$ cat config.mk
export PLATFORM = sky130hd
export DESIGN_NAME = pcv_ctrl
export DESIGN_NICKNAME = d
export VERILOG_FILES = /design/src/core/pcv_pkg.sv /design/src/core/pcv_ctrl.sv
export SDC_FILE = /design/constraint.sdc
export NUM_CORES = 1
export LEC_CHECK = 0
export ABC_AREA = 1
export BUFFER_PORTS_ARGS = -buffer_cell sky130_fd_sc_hd__buf_2
export CAP_MARGIN = 0
export CORE_AREA = 4 4 79 74
export CTS_CLUSTER_DIAMETER = 50
export DETAILED_ROUTE_END_ITERATION = 7
export DIE_AREA = 0 0 83 78
export PLACE_DENSITY = 0.55
export SLEW_MARGIN = 10
export SYNTH_ARGS = -nofsm -noshare
export SYNTH_HDL_FRONTEND = slang
export SYNTH_SLANG_ARGS = --single-unit
$ cat constraint.sdc
create_clock -name core_clk_i -period 2.9 [get_ports core_clk_i]
set_clock_uncertainty 0.1 [all_clocks]
set_input_delay 0.58 -clock core_clk_i [delete_from_list [all_inputs] [get_ports core_clk_i]]
set_output_delay 0.58 -clock core_clk_i [all_outputs]
set_load 0.03 [all_outputs]
$ cat src/core/pcv_pkg.sv
// Package for the power, clock and vector map control block.
// Assumes one processor clock domain and a synchronous active-high reset.
package pcv_pkg;
  // ----------------------------------------------------------------------
  // Constants
  // ----------------------------------------------------------------------
  localparam int unsigned NUM_PERIPH    = 8;
  localparam int unsigned WAKE_TIME_NS  = 25600;
  localparam int unsigned CLK_PERIOD_NS = 25;
  localparam int unsigned WAKE_CYCLES   = WAKE_TIME_NS / CLK_PERIOD_NS;
  localparam int unsigned WAKE_W        = 11;
  localparam logic [1:0]  DIV_BY1       = 2'h1;
  localparam logic [1:0]  DIV_BY2       = 2'h2;
  localparam logic [1:0]  DIV_BY4       = 2'h0;
  localparam logic [1:0]  DIV_RESET     = DIV_BY4;
  localparam logic [7:0]  PERIPH_EN_RESET = 8'hFF;
  localparam logic        MAP_FLASH     = 1'b0;
  localparam logic        MAP_SRAM      = 1'b1;

  // ----------------------------------------------------------------------
  // Types
  // ----------------------------------------------------------------------
  typedef enum logic [1:0] {PCV_RUN, PCV_IDLE, PCV_PDOWN, PCV_WAKE} pcv_mode_type;

  typedef struct packed {
    logic               idle_req;
    logic               pdown_req;
    logic [1:0]         div_sel;
    logic               map_sel;
    logic [NUM_PERIPH-1:0] periph_en;
  } pcv_ctrl_type;

  typedef struct packed {
    logic core_clk_en;
    logic periph_clk_en;
    logic osc_en;
    logic pll_keep;
    logic pin_hold;
  } pcv_gate_type;
endpackage : pcv_pkg

$ cat src/core/pcv_ctrl.sv
// Power, clock and vector map control: modes, gating, divider.
// Assumes software writes are single-cycle strobes in the processor clock domain.
module pcv_ctrl (
  // Clock and reset
  input  wire logic                       core_clk_i,
  input  wire logic                       reset_i,
  // Software control and PLL status
  input  wire logic                       ctrl_we_i,
  input  wire pcv_pkg::pcv_ctrl_type      ctrl_wdata_i,
  input  wire logic                       pll_running_i,
  // Wake sources
  input  wire logic                       irq_any_i,
  input  wire logic                       irq_clockless_i,
  // Outputs
  output logic                            map_sram_o,
  output logic [pcv_pkg::NUM_PERIPH-1:0]  periph_en_o,
  output pcv_pkg::pcv_gate_type           gate_o,
  output logic                            pclk_en_o,
  output logic                            idle_req_o,
  output logic                            pdown_req_o,
  output pcv_pkg::pcv_mode_type           mode_o
);
  import pcv_pkg::*;

  // ----------------------------------------------------------------------
  // State
  // ----------------------------------------------------------------------
  typedef struct packed {
    pcv_mode_type          mode;
    pcv_ctrl_type          ctrl;
    logic [1:0]            div_act;
    logic [1:0]            div_cnt;
    logic [WAKE_W-1:0]     wake_cnt;
    pcv_gate_type          gate;
    logic                  pclk_en;
  } pcv_state_type;

  pcv_state_type st_q, st_d;

  function automatic logic [1:0] div_last(input logic [1:0] sel);
    case (sel)
      DIV_BY1: div_last = 2'h0;
      DIV_BY2: div_last = 2'h1;
      default: div_last = 2'h3;
    endcase
  endfunction

  always_comb begin
    st_d = st_q;
    if (ctrl_we_i && st_q.mode == PCV_RUN) begin
      st_d.ctrl = ctrl_wdata_i;
      if (ctrl_wdata_i.div_sel == 2'h3) begin
        st_d.ctrl.div_sel = st_q.ctrl.div_sel;
      end
    end
    // Divider: switch only when the old period completes
    if (st_q.div_cnt >= div_last(st_q.div_act)) begin
      st_d.div_cnt = 2'h0;
      st_d.div_act = st_q.ctrl.div_sel;
      st_d.pclk_en = 1'b1;
    end else begin
      st_d.div_cnt = st_q.div_cnt + 2'h1;
      st_d.pclk_en = 1'b0;
    end
    case (st_q.mode)
      PCV_RUN: begin
        if (st_q.ctrl.pdown_req) begin
          st_d.mode = PCV_PDOWN;
        end else if (st_q.ctrl.idle_req) begin
          st_d.mode = PCV_IDLE;
        end
      end
      PCV_IDLE: begin
        if (irq_any_i) begin
          st_d.mode = PCV_RUN;
          st_d.ctrl.idle_req = 1'b0;
        end
      end
      PCV_PDOWN: begin
        if (irq_clockless_i) begin
          st_d.mode = PCV_WAKE;
          st_d.wake_cnt = '0;
          st_d.ctrl.pdown_req = 1'b0;
        end
      end
      PCV_WAKE: begin
        if (st_q.wake_cnt == WAKE_W'(WAKE_CYCLES - 1)) begin
          st_d.mode = PCV_RUN;
        end else begin
          st_d.wake_cnt = st_q.wake_cnt + WAKE_W'(1);
        end
      end
      default: st_d.mode = PCV_RUN;
    endcase
    // Gates follow the next mode so outputs are registered
    st_d.gate.core_clk_en   = (st_d.mode == PCV_RUN);
    st_d.gate.periph_clk_en = (st_d.mode != PCV_PDOWN);
    st_d.gate.osc_en        = (st_d.mode != PCV_PDOWN);
    st_d.gate.pll_keep      = pll_running_i && st_d.mode != PCV_PDOWN;
    st_d.gate.pin_hold      = (st_d.mode == PCV_PDOWN);
    if (st_d.mode == PCV_PDOWN) begin
      st_d.pclk_en = 1'b0;
    end
    if (reset_i) begin
      st_d          = '0;
      st_d.mode     = PCV_RUN;
      st_d.ctrl.periph_en = PERIPH_EN_RESET;
      st_d.ctrl.map_sel   = MAP_FLASH;
      st_d.ctrl.div_sel   = DIV_RESET;
      st_d.div_act  = DIV_RESET;
      st_d.gate.core_clk_en   = 1'b1;
      st_d.gate.periph_clk_en = 1'b1;
      st_d.gate.osc_en        = 1'b1;
    end
  end

  always_ff @(posedge core_clk_i) begin
    st_q <= st_d;
  end

  assign map_sram_o  = st_q.ctrl.map_sel;
  assign periph_en_o = st_q.ctrl.periph_en;
  assign gate_o      = st_q.gate;
  assign pclk_en_o   = st_q.pclk_en;
  assign idle_req_o  = st_q.ctrl.idle_req;
  assign pdown_req_o = st_q.ctrl.pdown_req;
  assign mode_o      = st_q.mode;
endmodule : pcv_ctrl

==> flow_summary.json <==
{
  "layout.cells.non_filler": 322,
  "cts_buffers": 5,
  "grt_pass1_wl_um": 5580,
  "async_reset_ff_frac": 0,
  "setup-violations-final": 0,
  "clock_latency_ns": 0.28,
  "maxCapViolCount": 0,
  "initial_core_util": 0.339,
  "path_cells": "ha_1, inv_2, nor2_4, nand3_2, nand2_2, nand2_2, o21ai_0, a21oi_1",
  "coreArea_um2": 5070,
  "rsz0062_at_grt": "false",
  "cts_hold_buf": 0,
  "synth-main-ff-cell": "dfxtp_1",
  "slowest_stage": "dfxtp_1",
  "tightest_slew_ns": 0.359,
  "track_usage": 0.104,
  "power_density_nw_per_um2": 716,
  "finalMaxSlewViolations": 0,
  "numClockSinks": 35,
  "ys_seq_area_frac": 0.408,
  "whs_path_depth": 2,
  "vias": 1409,
  "cp_max_fo": 12,
  "swShare": 0.370,
  "grt_overflow_total": 0,
  "hp-class": "reg -> reg",
  "clkTransAtPathRegs_ns": 0.07,
  "hpwl_um": 2480,
  "finalHoldViolCount": 0,
  "fillers": 542,
  "worst-setup-path-type": "reg -> reg",
  "syn-cell-area_um2": 1720,
  "grt_start_max_net_pins": 20,
  "syn-num-nets": 252,
  "die_height_um": 78,
  "netlist_instances": 229,
  "fin_ws_ns": 0.980,
  "areaGrowthSynthToFinish_pct": 12.2,
  "grt_pass1_vias": 1264,
  "diodes": 0,
  "min_to": "st_q[30]$_SDFFE_PP0P_",
  "switchingPower_uw": 511,
  "clkPwrFrac": 0.241,
  "synth_edf_count": 0,
  "cts_root_buffer": "clkbuf_8",
  "multi_input_area_um2": 757,
  "drt_wl_total_um": 3290,
  "yosys_warnings": 0,
  "whs_ns": 0.354,
  "die_w_um": 83,
  "ys_types": 27,
  "worst_r2r_path_depth": 8,
  "final_nets": 277,
  "postSynthAreaPerCell_um2": 7.50,
  "drt-wirelength-per-cell_um": 10.2,
  "hold_start": "st_q[30]$_SDFFE_PP0P_",
  "cts_tree": "yes",
  "cts_setup_buffers": 0,
  "dieArea_um2": 6470,
  "dp_cells": 314,
  "rows": 25,
  "regArea_um2": 701,
  "period_needed_ns": 1.92,
  "clock_path_buffers": 2,
  "path_delay_family": "simple AND/OR/NAND/NOR gates",
  "via_per_inst": 4.38,
  "outcome": "finished clean",
  "required_ns": 2.96,
  "drt_pass1_iterations": 4,
  "critPathMaxStageDelay_ns": 0.39,
  "ys_ff_latch": 35,
  "ant_nets": 0,
  "finalSetupTns_ns": 0,
  "gp_congestion": 0.812,
  "pin_count": 38,
  "drt_iter0_markers": 83,
  "cpMostUsedCell": "nand2_2",
  "p_int_uw": 871,
  "end_kind": "flop",
  "cts-resized-gates": 0,
  "worstReg2RegStart": "st_q[6]$_SDFFE_PP0P_",
  "drive_gt1_frac": 0.247,
  "fmax_mhz": 521,
  "min_period_over_period": 0.662,
  "peakVddDrop_v": 0.000321,
  "io_buffers": 37,
  "r2r_end": "st_q[7]$_SDFFE_PP0P_",
  "h-tree-depth": 2,
  "reg2reg_slack_ns": 0.98,
  "power_leakage_uw": 0.000865,
  "drc": 0,
  "relSlewSlack": 0.760,
  "place_ws_ns": 0.985,
  "arrival_ns": 1.98,
  "p_comb_frac": 0.327,
  "antenna_found_initial": 0,
  "sequentialPowerShare": 0.432,
  "worst_setup_path_start_kind": "flop",
  "crit_buf_inv": 1
}
[metal layers]
metal,up-vias,GRT usage,share of wire
met4,0,0.0343,0.011
met5,-,0,0
met1,597,0.134,0.50
li1,773,-,-
met2,34,0.164,0.43
met3,5,0.0350,0.057
[registers in the layout, summed over array words and instances, names as in the netlist]
signal and cells:
pdown_req_o 1, periph_en_o 8, st_q 17, gate_o 4, map_sram_o 1, mode_o 2
idle_req_o 1, pclk_en_o 1
[logic make-up after synthesis]
| kind of cell | synth area share |
|---|---|
| DFF | 0.408 |
| adders and majority gates | 0.0291 |
| and+or+nand+nor | 0.329 |
| AOI/OAI and AO/OA | 0.0772 |
| xor gates and xnor gates | 0.00510 |
| buffers and inverters | 0.151 |
[final cells by class]
cell class	instances	share of cell area
well taps	67	0.0435
clock buffers	7	0.0396
repair buffers	39	0.104
clock inverters	1	0.00260
inverters	28	0.0545
multi-input cells	145	0.393
flip-flops and latches	35	0.363
[power groups by stage]
stage               clock (µW)  sequential [µW]  combinational (µW)
global placement             0              607                 455
finish                     333              597                 451
detailed placement           0              608                 459
CTS                        349              598                 459
floorplan                    0              621                 390
global route               372              608                 502
[cells in the mapped netlist (2+ instances only)]
cell / n / share of area
dfxtp_1: 35 / 0.41
nor2_4: 2 / 0.013
or2_1: 2 / 0.0073
nand2_1: 43 / 0.094
nand3b_1: 2 / 0.0087
buf_2: 4 / 0.012
buf_4: 15 / 0.066
buf_6: 2 / 0.013
o21ai_0: 6 / 0.017
nor2_1: 18 / 0.039
nor2_2: 3 / 0.011
nand3_1: 24 / 0.070
nand4_1: 6 / 0.022
nand3_2: 2 / 0.012
ha_1: 4 / 0.029
nor3_1: 4 / 0.012
inv_1: 23 / 0.050
inv_2: 4 / 0.0087
a21oi_1: 19 / 0.055
nand2_2: 4 / 0.015
[metrics by stage]
stage	instance area [µm²]	power, µW	util
after global routing	1930	1480	0.380
after global placement	1850	1060	0.364
after CTS	1930	1410	0.380
after floorplan	1720	1010	-
final	1930	1380	0.380
after detailed placement	1850	1070	0.364
[layout by cell type, fill, tap and decap left out]
| cell type | count |
|---|---|
| nor2_4 | 2 |
| nand4_4 | 1 |
| or2_2 | 1 |
| inv_1 | 23 |
| nor2_2 | 3 |
| nor2_1 | 18 |
| o211ai_1 | 1 |
| nand3b_1 | 2 |
| clkbuf_1 | 2 |
| dfxtp_1 | 35 |
| inv_2 | 4 |
| nand2_1 | 43 |
| clkbuf_8 | 5 |
| nand3_2 | 2 |
| and2_1 | 1 |
| clkinv_1 | 1 |
| or2_1 | 2 |
| clkinv_2 | 1 |
| o21ai_0 | 6 |
| nand2_2 | 4 |
| nand4_1 | 6 |
| a21oi_1 | 19 |
| buf_2 | 37 |
| buf_4 | 2 |
| nor3_1 | 4 |
| xnor2_1 | 1 |
| nand2_4 | 1 |
| nand3_1 | 24 |
| ha_1 | 4 |
[how the worst max path moves through the flow]
stage                         start              endpoint  slack [ns]  cells past startpoint
2_1_floorplan  st_q[6]$_SDFFE_PP0P_  gate_o[2]$_SDFF_PP1_        1.32                      9
3_3_place_gp   st_q[6]$_SDFFE_PP0P_  st_q[7]$_SDFFE_PP0P_        1.03                      8
3_5_place_dp   st_q[6]$_SDFFE_PP0P_  st_q[7]$_SDFFE_PP0P_        0.98                      8
4_1_cts        st_q[6]$_SDFFE_PP0P_  st_q[7]$_SDFFE_PP0P_        0.98                      8
5_1_grt        st_q[6]$_SDFFE_PP0P_  st_q[7]$_SDFFE_PP0P_        0.77                      8
6_report       st_q[6]$_SDFFE_PP0P_  st_q[7]$_SDFFE_PP0P_        0.98                      8
[worst register-to-register path: cells and delay by family (launching register included)]
family	cells	cell delay (ns)
flip-flops	1	0.39
buffers and inverters	1	0.07
AND/OR/NAND/NOR	4	0.68
adder cells (fa/ha/maj)	1	0.32
AO/OA/AOI/OAI	2	0.26
Note: power is estimated with default switching activity, not from simulation.
